--- src/include/acc_pkg.sv ---
package acc_pkg;
    // ********************
    // Register map
    // ********************
    localparam int         ADDR_W       = 3;
    localparam logic [2:0] OFS_CLK_CTRL = 3'h0;
    localparam logic [2:0] OFS_RUN_CTRL = 3'h1;
    localparam logic [2:0] OFS_PIN_CFG  = 3'h2;
    localparam logic [2:0] OFS_RES_LO   = 3'h3;
    localparam logic [2:0] OFS_RES_HI   = 3'h4;
    localparam logic [2:0] OFS_IRQ_CTRL = 3'h5;
    // ********************
    // Fields and resets
    // ********************
    localparam int         DIV_LSB      = 0;
    localparam int         REF_BIT      = 3;
    localparam int         PWR_OFF_BIT  = 7;
    localparam int         BUSY_BIT     = 6;
    localparam int         START_BIT    = 7;
    localparam int         FLAG_BIT     = 0;
    localparam int         CIE_BIT      = 1;
    localparam int         MFE_BIT      = 2;
    localparam int         GIE_BIT      = 3;
    localparam logic [2:0] RST_DIV      = 3'h0;
    localparam logic [7:0] RST_PIN_CFG  = 8'h00;
    localparam logic [3:0] RST_CHANNEL  = 4'h0;
    // ********************
    // Conversion timing
    // ********************
    localparam int         RES_W        = 12;
    localparam int         CONV_TAD     = 16;
    localparam int         SAMPLE_TAD   = 3;
endpackage : acc_pkg

--- src/include/acc_conv_if.sv ---
`timescale 1ns/1ps
interface acc_conv_if;
    import acc_pkg::*;
    logic             go;
    logic             abort;
    logic [2:0]       div_sel;
    logic             tad_en;
    logic             cmp_above;
    logic             running;
    logic             done;
    logic [RES_W-1:0] trial;
    logic [RES_W-1:0] result;
    modport ctl (output go, abort, div_sel, cmp_above,
                 input running, done, trial, result);
    modport div (input go, div_sel, output tad_en);
    modport eng (input go, abort, tad_en, cmp_above,
                 output running, done, trial, result);
endinterface : acc_conv_if

--- src/core/acc_clk_div.sv ---
`timescale 1ns/1ps
module acc_clk_div
    import acc_pkg::*;
(
    // Clock and reset
    input wire logic clk,
    input wire logic rst,
    // Engine side
    acc_conv_if.div  bus
);
    logic [4:0] cnt;
    logic [4:0] ratio_m1;
    logic [4:0] gap;
    logic [2:0] tick_shift;

    always_comb begin
        case (bus.div_sel)
            3'h4:    ratio_m1 = 5'h00;
            3'h0:    ratio_m1 = 5'h01;
            3'h5:    ratio_m1 = 5'h03;
            3'h1:    ratio_m1 = 5'h07;
            3'h6:    ratio_m1 = 5'h0f;
            default: ratio_m1 = 5'h1f;
        endcase
    end

    // Helper: spacing as a power of two, apart from the counter table
    always_comb begin
        case (bus.div_sel)
            3'h4:    tick_shift = 3'h0;
            3'h0:    tick_shift = 3'h1;
            3'h5:    tick_shift = 3'h2;
            3'h1:    tick_shift = 3'h3;
            3'h6:    tick_shift = 3'h4;
            default: tick_shift = 3'h5;
        endcase
    end

    assign bus.tad_en = (cnt == ratio_m1);

    // Restart on go so the first period is whole
    always_ff @(posedge clk or posedge rst) begin
        if (rst) begin
            cnt <= 5'h00;
        end else if (bus.go || bus.tad_en) begin
            cnt <= 5'h00;
        end else begin
            cnt <= cnt + 5'h01;
        end
    end

    always_ff @(posedge clk or posedge rst) begin
        if (rst) begin
            gap <= 5'h00;
        end else if (bus.go || bus.tad_en) begin
            gap <= 5'h00;
        end else begin
            gap <= gap + 5'h01;
        end
    end

    chk_tick_spacing: assert property (@(posedge clk) disable iff (rst)
        bus.tad_en && !$past(bus.go) && !$past(bus.tad_en)
            |-> gap == 5'((6'h01 << tick_shift) - 6'h01))
        else $error("converter clock tick spacing wrong");
endmodule : acc_clk_div

--- src/core/acc_sar.sv ---
`timescale 1ns/1ps
module acc_sar
    import acc_pkg::*;
(
    // Clock and reset
    input wire logic clk,
    input wire logic rst,
    // Control side
    acc_conv_if.eng  bus
);
    localparam logic [3:0]       LAST_STEP   = 4'(CONV_TAD - 1);
    localparam logic [3:0]       SAMPLE_STEP = 4'(SAMPLE_TAD - 1);
    localparam logic [RES_W-1:0] MSB_ONE     = {1'b1, {(RES_W-1){1'b0}}};

    logic [3:0]       step;
    logic [RES_W-1:0] probe;
    logic [4:0]       ticks;

    always_ff @(posedge clk or posedge rst) begin
        if (rst) begin
            bus.running <= 1'b0;
            bus.done    <= 1'b0;
            bus.trial   <= '0;
            bus.result  <= '0;
            step        <= 4'h0;
            probe       <= '0;
        end else begin
            bus.done <= 1'b0;
            if (bus.abort) begin
                bus.running <= 1'b0;
                bus.trial   <= '0;
                probe       <= '0;
            end else if (bus.go) begin
                bus.running <= 1'b1;
                bus.trial   <= '0;
                step        <= 4'h0;
                probe       <= '0;
            end else if (bus.running && bus.tad_en) begin
                step <= step + 4'h1;
                if (step == LAST_STEP) begin
                    bus.result  <= bus.trial;
                    bus.done    <= 1'b1;
                    bus.running <= 1'b0;
                end else if (step == SAMPLE_STEP) begin
                    bus.trial <= MSB_ONE;
                    probe     <= MSB_ONE;
                end else if (probe != '0) begin
                    bus.trial <= (bus.cmp_above ? bus.trial
                                 : bus.trial & ~probe) | (probe >> 1);
                    probe     <= probe >> 1;
                end
            end
        end
    end

    // Helper: ticks seen since go
    always_ff @(posedge clk or posedge rst) begin
        if (rst) begin
            ticks <= 5'h00;
        end else if (bus.go) begin
            ticks <= 5'h00;
        end else if (bus.running && bus.tad_en) begin
            ticks <= ticks + 5'h01;
        end
    end

    chk_conv_length: assert property (@(posedge clk) disable iff (rst)
        bus.done |-> ticks == 5'(CONV_TAD))
        else $error("conversion did not take sixteen periods");
endmodule : acc_sar

--- src/core/acc_top.sv ---
`timescale 1ns/1ps
module acc_top
    import acc_pkg::*;
(
    // Clock and reset
    input  wire logic              clk,
    input  wire logic              rst,
    // Register port
    input  wire logic [ADDR_W-1:0] reg_addr,
    input  wire logic [7:0]        reg_wdata,
    input  wire logic              reg_we,
    input  wire logic              reg_re,
    output      logic [7:0]        reg_rdata,
    // Analog front end
    input  wire logic              cmp_above,
    output      logic [RES_W-1:0]  dac_code,
    output      logic [3:0]        channel_select,
    output      logic              reference_select,
    output      logic              converter_power_off,
    output      logic [7:0]        pin_analog_enable,
    // Interrupt controller
    input  wire logic              stack_full,
    output      logic              irq_request
);
    // ********************
    // Register state
    // ********************
    logic [2:0]       clock_divider_select;
    logic             start_bit;
    logic             conversion_busy_n;
    logic [7:0]       result_low_byte;
    logic [7:0]       result_high_byte;
    logic             converter_irq_flag;
    logic             converter_irq_enable;
    logic             multifunction_irq_enable;
    logic             global_irq_enable;
    logic             next_irq_flag;
    logic             wr_clk;
    logic             wr_run;
    logic             wr_pin;
    logic             wr_irq;
    logic             start_rise;
    logic             start_fall;

    acc_conv_if conv ();

    assign wr_clk = reg_we && (reg_addr == OFS_CLK_CTRL);
    assign wr_run = reg_we && (reg_addr == OFS_RUN_CTRL);
    assign wr_pin = reg_we && (reg_addr == OFS_PIN_CFG);
    assign wr_irq = reg_we && (reg_addr == OFS_IRQ_CTRL);

    // ********************
    // Clock control
    // ********************
    // divider, reference, power
    always_ff @(posedge clk or posedge rst) begin
        if (rst) begin
            clock_divider_select <= RST_DIV;
            reference_select     <= 1'b0;
            converter_power_off  <= 1'b1;
        end else if (wr_clk) begin
            clock_divider_select <= reg_wdata[DIV_LSB +: 3];
            reference_select     <= reg_wdata[REF_BIT];
            converter_power_off  <= reg_wdata[PWR_OFF_BIT];
        end
    end

    // ********************
    // Run control
    // ********************
    // channel routing
    always_ff @(posedge clk or posedge rst) begin
        if (rst) begin
            channel_select <= RST_CHANNEL;
        end else if (wr_run) begin
            channel_select <= reg_wdata[3:0];
        end
    end

    // ********************
    // Start control
    // ********************
    // start edge detection
    assign start_rise = wr_run && reg_wdata[START_BIT] && !start_bit;
    assign start_fall = wr_run && !reg_wdata[START_BIT] && start_bit;

    always_ff @(posedge clk or posedge rst) begin
        if (rst) begin
            start_bit <= 1'b0;
        end else if (wr_run) begin
            start_bit <= reg_wdata[START_BIT];
        end
    end

    // Rising edge resets the engine, falling edge launches it
    assign conv.div_sel   = clock_divider_select;
    assign conv.cmp_above = cmp_above;
    assign conv.abort     = converter_power_off || start_rise;
    assign conv.go        = start_fall && !converter_power_off;

    acc_clk_div u_div (
        .clk (clk),
        .rst (rst),
        .bus (conv)
    );

    acc_sar u_sar (
        .clk (clk),
        .rst (rst),
        .bus (conv)
    );

    assign dac_code   = conv.trial;

    // ********************
    // Busy flag
    // ********************
    // busy while converting
    always_ff @(posedge clk or posedge rst) begin
        if (rst) begin
            conversion_busy_n <= 1'b1;
        end else if (conv.done) begin
            conversion_busy_n <= 1'b0;
        end else if ((start_rise && !converter_power_off) || conv.go) begin
            // Launch raises busy too: the rise may have come while off
            conversion_busy_n <= 1'b1;
        end
    end

    // ********************
    // Result bytes
    // ********************
    // result capture
    always_ff @(posedge clk or posedge rst) begin
        if (rst) begin
            result_low_byte  <= 8'h00;
            result_high_byte <= 8'h00;
        end else if (conv.done) begin
            result_low_byte  <= conv.result[7:0];
            result_high_byte <= {4'h0, conv.result[RES_W-1:8]};
        end
    end

    // ********************
    // Pin configuration
    // ********************
    // analog pin enables
    always_ff @(posedge clk or posedge rst) begin
        if (rst) begin
            pin_analog_enable <= RST_PIN_CFG;
        end else if (wr_pin) begin
            pin_analog_enable <= reg_wdata;
        end
    end

    // ********************
    // Interrupt request
    // ********************
    // set beats software clear
    always_comb begin
        next_irq_flag = converter_irq_flag;
        if (wr_irq) begin
            next_irq_flag = reg_wdata[FLAG_BIT];
        end
        if (conv.done) begin
            next_irq_flag = 1'b1;
        end
    end

    always_ff @(posedge clk or posedge rst) begin
        if (rst) begin
            converter_irq_flag <= 1'b0;
        end else begin
            converter_irq_flag <= next_irq_flag;
        end
    end

    always_ff @(posedge clk or posedge rst) begin
        if (rst) begin
            converter_irq_enable     <= 1'b0;
            multifunction_irq_enable <= 1'b0;
            global_irq_enable        <= 1'b0;
        end else if (wr_irq) begin
            converter_irq_enable     <= reg_wdata[CIE_BIT];
            multifunction_irq_enable <= reg_wdata[MFE_BIT];
            global_irq_enable        <= reg_wdata[GIE_BIT];
        end
    end

    always_ff @(posedge clk or posedge rst) begin
        if (rst) begin
            irq_request <= 1'b0;
        end else begin
            irq_request <= converter_irq_flag && converter_irq_enable
                        && multifunction_irq_enable && global_irq_enable
                        && !stack_full;
        end
    end

    // ********************
    // Read port
    // ********************
    // Unmapped offsets read zero so software sees no stale data
    always_ff @(posedge clk or posedge rst) begin
        if (rst) begin
            reg_rdata <= 8'h00;
        end else if (reg_re) begin
            case (reg_addr)
                OFS_CLK_CTRL: begin
                    reg_rdata <= {converter_power_off, 3'h0,
                                  reference_select, clock_divider_select};
                end
                OFS_RUN_CTRL: begin
                    reg_rdata <= {start_bit, conversion_busy_n, 2'h0,
                                  channel_select};
                end
                OFS_PIN_CFG: begin
                    reg_rdata <= pin_analog_enable;
                end
                OFS_RES_LO: begin
                    reg_rdata <= result_low_byte;
                end
                OFS_RES_HI: begin
                    reg_rdata <= result_high_byte;
                end
                OFS_IRQ_CTRL: begin
                    reg_rdata <= {4'h0, global_irq_enable,
                                  multifunction_irq_enable,
                                  converter_irq_enable, converter_irq_flag};
                end
                default: begin
                    reg_rdata <= 8'h00;
                end
            endcase
        end else begin
            reg_rdata <= 8'h00;
        end
    end

    // ********************
    // Checks
    // ********************
    chk_busy_at_start: assert property (@(posedge clk) disable iff (rst)
        start_rise && !converter_power_off |=> conversion_busy_n
            ##1 conversion_busy_n)
        else $error("busy did not rise at start");

    chk_busy_falls: assert property (@(posedge clk) disable iff (rst)
        conv.done |=> !conversion_busy_n)
        else $error("busy still high after completion");

    chk_result_load: assert property (@(posedge clk) disable iff (rst)
        conv.done |=> {result_high_byte[3:0], result_low_byte}
            == $past(conv.result) && result_high_byte[7:4] == 4'h0)
        else $error("result bytes not loaded on completion");

    chk_flag_set: assert property (@(posedge clk) disable iff (rst)
        conv.done |=> converter_irq_flag)
        else $error("completion did not set interrupt flag");

    chk_irq_gate: assert property (@(posedge clk) disable iff (rst)
        irq_request |-> $past(global_irq_enable) &&
            $past(multifunction_irq_enable) && $past(converter_irq_enable)
            && $past(converter_irq_flag))
        else $error("interrupt raised without all enables");

    chk_stack_block: assert property (@(posedge clk) disable iff (rst)
        stack_full |=> !irq_request)
        else $error("interrupt raised while stack full");

    chk_power_idle: assert property (@(posedge clk) disable iff (rst)
        converter_power_off |=> !conv.running && dac_code == '0)
        else $error("converter active while powered off");

    chk_start_launch: assert property (@(posedge clk) disable iff (rst)
        start_fall && !converter_power_off |=> conv.running)
        else $error("falling start did not launch conversion");

    chk_abort_rise: assert property (@(posedge clk) disable iff (rst)
        start_rise |=> !conv.running)
        else $error("rising start did not stop the engine");

    chk_fresh_start: assert property (@(posedge clk) disable iff (rst)
        conv.go |=> dac_code == '0)
        else $error("launch did not clear the trial code");

    // Busy must cover every launch, whatever order power and start took
    chk_busy_running: assert property (@(posedge clk) disable iff (rst)
        conv.running |-> conversion_busy_n)
        else $error("busy low while converting");

    chk_busy_hold: assert property (@(posedge clk) disable iff (rst)
        !conversion_busy_n && !start_rise && !conv.go |=> !conversion_busy_n)
        else $error("busy rose without a start");

    chk_busy_read: assert property (@(posedge clk) disable iff (rst)
        reg_re && reg_addr == OFS_RUN_CTRL
            |=> reg_rdata[BUSY_BIT] == $past(conversion_busy_n))
        else $error("busy flag read back wrong");

    chk_result_hold: assert property (@(posedge clk) disable iff (rst)
        !conv.done |=> $stable(result_low_byte) && $stable(result_high_byte))
        else $error("result bytes changed without completion");

    chk_flag_clear: assert property (@(posedge clk) disable iff (rst)
        wr_irq && !reg_wdata[FLAG_BIT] && !conv.done |=> !converter_irq_flag)
        else $error("software clear of interrupt flag lost");

    chk_irq_follow: assert property (@(posedge clk) disable iff (rst)
        converter_irq_flag && converter_irq_enable && multifunction_irq_enable
            && global_irq_enable && !stack_full |=> irq_request)
        else $error("interrupt not raised with all enables set");

    // Write-through checks catch a field landing on the wrong bit
    chk_channel_write: assert property (@(posedge clk) disable iff (rst)
        wr_run |=> channel_select == $past(reg_wdata[3:0]))
        else $error("channel select not updated");

    chk_pin_write: assert property (@(posedge clk) disable iff (rst)
        wr_pin |=> pin_analog_enable == $past(reg_wdata))
        else $error("pin enables not updated");

    chk_divider_write: assert property (@(posedge clk) disable iff (rst)
        wr_clk |=> clock_divider_select == $past(reg_wdata[DIV_LSB +: 3]))
        else $error("divider select not updated");

    chk_ref_write: assert property (@(posedge clk) disable iff (rst)
        wr_clk |=> reference_select == $past(reg_wdata[REF_BIT]))
        else $error("reference select not updated");

    chk_power_write: assert property (@(posedge clk) disable iff (rst)
        wr_clk |=> converter_power_off == $past(reg_wdata[PWR_OFF_BIT]))
        else $error("power-off bit not updated");
endmodule : acc_top

--- config.mk ---
export PLATFORM = sky130hd
export DESIGN_NAME = acc_top
export DESIGN_NICKNAME = d
export VERILOG_FILES = /design/src/include/acc_pkg.sv /design/src/include/acc_conv_if.sv /design/src/core/acc_clk_div.sv /design/src/core/acc_sar.sv /design/src/core/acc_top.sv
export SDC_FILE = /design/constraint.sdc
export NUM_CORES = 1
export LEC_CHECK = 0
export BUFFER_PORTS_ARGS = -buffer_cell sky130_fd_sc_hd__buf_2
export CAP_MARGIN = 5
export CORE_MARGIN = 2
export CORE_UTILIZATION = 23
export DETAILED_ROUTE_END_ITERATION = 16
export MAX_ROUTING_LAYER = met4
export PLACE_DENSITY = 0.51
export SLEW_MARGIN = 5
export SYNTH_ARGS = -nofsm -noshare
export SYNTH_HDL_FRONTEND = slang
export SYNTH_SLANG_ARGS = --single-unit
--- constraint.sdc ---
create_clock -name clk -period 4.8 [get_ports clk]
set_input_delay 0.96 -clock clk [delete_from_list [all_inputs] [get_ports clk]]
set_output_delay 0.96 -clock clk [all_outputs]
set_load 0.02 [all_outputs]
Word-level counts from Yosys, hierarchy flattened
Index checks and enable logic that the tools add are counted.
{ "classes": {"n_addsub": 2, "bitwise_logic": 5, "mux": 31, "eq_ne": 13, "reduce_logical": 35} }
{ "ops": {"columns": ["op", "count"], "rows": [
  ["2-to-1 mux 12 bit", 13],
  ["case mux 8 bit (6 select lines)", 1],
  ["case mux 5 bit (5 select lines)", 1],
  ["equality test 3 bit (second input constant)", 5],
  ["logical AND 1 bit", 15],
  ["AND 12 bit", 1],
  ["2-to-1 mux 1 bit", 12],
  ["NOT 12 bit", 1],
  ["bitwise OR 12 x 11 -> 12 bit", 1],
  ["nonzero test 12 bit", 1],
  ["2-to-1 mux 4 bit", 2],
  ["2-to-1 mux 8 bit", 1],
  ["equality test 3 x 1 -> 1 bit (second input constant)", 2],
  ["equality test 3 x 2 -> 1 bit (second input constant)", 2],
  ["logical NOT 3 bit", 2],
  ["nonzero test 2 bit", 3],
  ["nonzero test 3 bit", 2],
  ["adder 5 x 1 -> 5 bit (second input constant)", 1],
  ["equality test 5 bit", 1],
  ["2-to-1 mux 5 bit", 1],
  ["adder 4 x 1 -> 4 bit (second input constant)", 1],
  ["equality test 4 x 2 -> 1 bit (second input constant)", 1],
  ["equality test 4 bit (second input constant)", 1],
  ["logical NOT 1 bit", 4],
  ["other kinds (7)", 11]
]} }
{ "word_totals": {"output_inout_bits": 35, "in_bits": 17, "wordCells": 108, "regBits": 91} }

Depth between registers and ports, before layout
{ "depth": {"word_depth": 10, "ltp_mapped": 10, "mapped_depth_nobuf": 7} }

By module
Synthesis repeated with hierarchy kept, for this count alone.
{ "hier_totals": {"hier_cells": 347, "area_unflattened_um2": 4207.8} }
{ "by_module_without_submodules": {"columns": ["module", "area_per_inst_um2", "cells_each", "n_inst"], "rows": [
  ["acc_top", 1994.4, 146, 1],
  ["acc_sar", 1901.8, 171, 1],
  ["acc_clk_div", 311.5, 30, 1]
]} }

Worst setup path before layout
No wires, ideal clock.
{ "synth_path": {"path_type": "input -> register", "start": "input reg_addr[1]", "end": "register u_sar.probe[0]", "path_buffers": 4, "stages": 9, "arrival_time_ps": 2294, "setup_time_ps": 121, "path_slack_ps": 2385, "t_required_ps": 4679, "cell_sequence": "buf_4 -> nor4bb_4 -> buf_6 -> a21oi_4 -> nand2b_2 -> buf_6 -> o21ai_2 -> buf_6 -> a22o_1"} }
{ "synth_via": {"elab_chain_cells": 7, "elab_cells_between_ends": 14} }
{ "synth_rtl": {"columns": ["item", "line_no", "text"], "rows": [
  ["start, declared", "acc_top.sv:9", "input wire logic [ADDR_W-1:0] reg_addr,"],
  ["equality test 3 x 1 -> 1 bit (*)", "acc_top.sv:48", "assign wr_run = reg_we && (reg_addr == OFS_RUN_CTRL);"],
  ["logical AND 1 bit (*)", "acc_top.sv:48", null],
  ["logical AND 1 bit (on tied branches) (2 in a row)", "acc_top.sv:85, acc_top.sv:84", null],
  ["logical AND 1 bit / logical OR 1 bit (equally long branches)", "acc_top.sv:99, acc_top.sv:98", null],
  ["!= test 3 bit (no source line) (tied with other cells)", null, null],
  ["AND reduction 3 bit (no source line) / 2-to-1 mux 12 bit (equally long branches)", null, null],
  ["end signal, assigned", "acc_sar.sv:50", "probe <= probe >> 1;"],
  ["end, declared", "acc_sar.sv:16", "logic [RES_W-1:0] probe;"]
]} }
Every way passes the cells marked *; elsewhere a longest branch is shown, timed or not.
A chain may end at the register's enable or synchronous reset.

Worst setup path after layout
{ "layout_path": {"start": "input reg_addr[0]", "end": "register u_sar.bus.trial[8]"} }
{ "layout_via": {"elab_chain_cells": 7, "elab_cells_between_ends": 14} }
{ "layout_rtl": {"columns": ["item", "line_no", "text"], "rows": [
  ["equality test 3 x 1 -> 1 bit (*)", "acc_top.sv:48", null],
  ["logical AND 1 bit (*)", "acc_top.sv:48", null],
  ["logical AND 1 bit (on tied branches) (2 in a row)", "acc_top.sv:85, acc_top.sv:84", null],
  ["logical AND 1 bit / logical OR 1 bit (equally long branches)", "acc_top.sv:99, acc_top.sv:98", null],
  ["!= test 3 bit (no source line) (tied with other cells)", null, null],
  ["AND reduction 3 bit (no source line) / 2-to-1 mux 12 bit (equally long branches)", null, null],
  ["end signal, assigned", "acc_sar.sv:48", "bus.trial <= (bus.cmp_above ? bus.trial"],
  ["end, declared", "acc_conv_if.sv:17", "output running, done, trial, result);"]
]} }
Marks and branches as above.

==> flow_summary.json <==
{
  "outcome": "completed",
  "grtUsageMet3_pct": 3.80,
  "avgSynthCellArea_um2": 12.5,
  "place_area_um2": 4650,
  "setup-tns-final_ps": 0,
  "hold_violations": 0,
  "maxSlewHeadroom_pct": 26.9,
  "synth-seq-area-share_pct": 54.2,
  "ctsHoldBuffers": 0,
  "crit_family": "simple AND/OR/NAND/NOR gates",
  "rrSetupSlack_ps": 2100,
  "gp_congestion": 0.769,
  "io_buffers": 51,
  "gr-usage-met2_pct": 15.7,
  "fmax_ghz": 0.338,
  "post_cts_resized": 0,
  "post-dp-hpwl_mm": 7.08,
  "synthFlopType": "dfrtp_1",
  "rsz0062_at_grt": "false",
  "core_um2": 18000,
  "ant_nets": 0,
  "path_max_fanout": 22,
  "syn_nets": 357,
  "worst_pin_slew_ps": 1100,
  "cp_data_required_time_ps": 5090,
  "p_total_mw": 2.13,
  "final_area_um2": 4990,
  "cp-start-kind": "input port",
  "finalSetupViolCount": 0,
  "grt.total_usage_pct": 10.8,
  "tritoncts": "yes",
  "first_pass_iters": 4,
  "area_growth_pct": 18.8,
  "post_cts_buffers": 0,
  "cp_slowest_cell": "nor4_4",
  "ir_drop_v": 0.000223,
  "maxCapViolCount": 0,
  "vias_per_cell": 4.40,
  "grt_pass1_wl_mm": 15.7,
  "ys_seq_elements": 91,
  "fin_crit_sh_pct": 61.5,
  "fin_nets": 406,
  "fp.dieW_um": 139,
  "crit_path_end_kind": "register",
  "first_iter_violations": 138,
  "synth_edf_count": 0,
  "drc": 0,
  "wl_per_cell_um": 15.6,
  "crit_path_max_incr_delay_ps": 810,
  "syn_inst": 337,
  "clk_path_buf_depth": 2,
  "first_global_vias": 2816,
  "initial_core_util_pct": 23.4,
  "clk_latency_ps": 350,
  "synth_cell_types": 60,
  "numCtsBuffers": 9,
  "synth_area_um2": 4200,
  "drt-total-wl_mm": 9.66,
  "cts.sinks": 91,
  "skew_ps": 5.89,
  "cp_num_buf_inv": 1,
  "dr_total_vias": 2725,
  "dieHeight_um": 139,
  "worstPathCellList": "buf_2 > nor4bb_4 > a21oi_4 > nand2b_2 > nor4_4 > o21ai_0 > a21bo_2",
  "fin_crit_ps": 2950,
  "met1_usage_pct": 14.2,
  "hold_path.class": "reg -> reg",
  "antenna_cells": 0,
  "clockRootBuffer": "clkbuf_16",
  "crit_type": "in -> reg",
  "grt-ovfl-total": 0,
  "grt_max_degree": 64,
  "htree_levels": 3,
  "yosys_warnings": 0,
  "die-area_um2": 19400,
  "rows": 49,
  "gr-max-usage-layer": "met2",
  "cp.arrival_ps": 3240,
  "pin_count": 52,
  "maxSlewViolCount": 0,
  "antenna_found_initial": 0,
  "clk_pin_slew_ps": 60,
  "async_flop_share_pct": 100,
  "power_density_nw_per_um2": 425,
  "p_leak_nw": 2.40,
  "drive_gt1_share_pct": 35.8
}
[cells in the mapped netlist (all sizes together) (5+ instances only)]
cell type	instances	area, um2
a21oi	8	51.3
nand3b	5	37.5
mux2	45	544
a22o	11	96.3
inv	12	45.0
nor3	6	35.0
nand3	6	35.0
o21ai	17	88.8
nand2	24	90.1
dfrtp	89	2230
nor2	24	97.6
and3	5	31.3
mux2i	7	70.1
buf	12	108
[where the power goes]
group          switching, mW  leakage [nW]  internal (mW)
Clock                  0.302         0.167          0.511
Sequential            0.0939          1.20          0.852
Combinational          0.212          1.03          0.155
Total                  0.607          2.40           1.52
[final timing paths]
| kind | start | end | cells past startpoint |
|---|---|---|---|
| setup / recovery | reg_addr[0] | u_sar.bus.trial[8] | 7 |
| hold / removal | u_sar.bus.result[11] | u_sar.bus.result[11] | 1 |
| setup reg to reg | u_sar.step[0] | u_sar.bus.trial[8] | 7 |
| hold reg to reg | u_sar.bus.result[11] | u_sar.bus.result[11] | 1 |
| max in group asynchronous | rst | u_sar.bus.result[11] | 3 |
| min in group asynchronous | rst | u_div.cnt[2] | 2 |
[logic make-up (layout without fill, tap and decap cells)]
logic type | count (synthesis) | in the layout | synth area share [%]
XOR/XNOR | 5 | 5 | 1.04
AO/OA/AOI/OAI | 62 | 62 | 10.9
adder cells (fa/ha/maj) | 3 | 3 | 0.893
multiplexers | 55 | 55 | 16.2
buffers and inverters | 28 | 82 | 3.99
flip-flops | 91 | 91 | 54.2
AND/OR/NAND/NOR | 93 | 93 | 12.8
[layer usage]
| layer | vias to the layer above | wire, um |
|---|---|---|
| met2 | 74 | 4350 |
| met4 | 0 | 136 |
| met3 | 11 | 498 |
| met1 | 1327 | 4670 |
| li1 | 1313 | - |
| met5 | - | 0 |
[area by class of cell]
type,instances,area [um2]
multi-input cells,218,1760
inverters,12,46.3
fillers,1856,13000
flip-flops and latches,91,2280
repair buffers,54,278
clock buffers,10,229
clock inverters,6,113
well taps,229,287
[through the flow]
stage / setup WS [ps] / hold WS [ps] / util (%) / instances
global route: 1570 / 523 / 27.8 / 620
global placement: 1550 / 492 / 25.9 / 604
finish: 1850 / 503 / 27.8 / 620
detailed placement: 1480 / 488 / 25.9 / 604
CTS: 1860 / 504 / 27.8 / 620
floorplan: 1480 / 468 / - / 337
[flip-flops by register name, summed over array words and instances (netlist names), 5 cells and up]
signal             cells
pin_analog_enable      8
u_sar.probe           12
u_sar.bus.trial       12
reg_rdata              8
result_low_byte        8
u_div.cnt              5
u_sar.bus.result      12
[cell usage in the layout (no fill, tap or decap), types with 4 or more instances in the layout]
| cell | n |
|---|---|
| o21ai_0 | 14 |
| dfrtp_1 | 89 |
| a21boi_0 | 4 |
| and3_1 | 5 |
| a21oi_1 | 7 |
| nand3_1 | 5 |
| nand4_1 | 4 |
| xor2_1 | 4 |
| a22o_1 | 11 |
| clkbuf_16 | 9 |
| mux2i_1 | 7 |
| nor2_1 | 23 |
| buf_2 | 51 |
| inv_1 | 11 |
| mux2_4 | 10 |
| nand3b_1 | 5 |
| nand2_1 | 24 |
| nor3_1 | 5 |
| mux2_2 | 35 |
No activity file was read; power rests on OpenSTA's default activity.
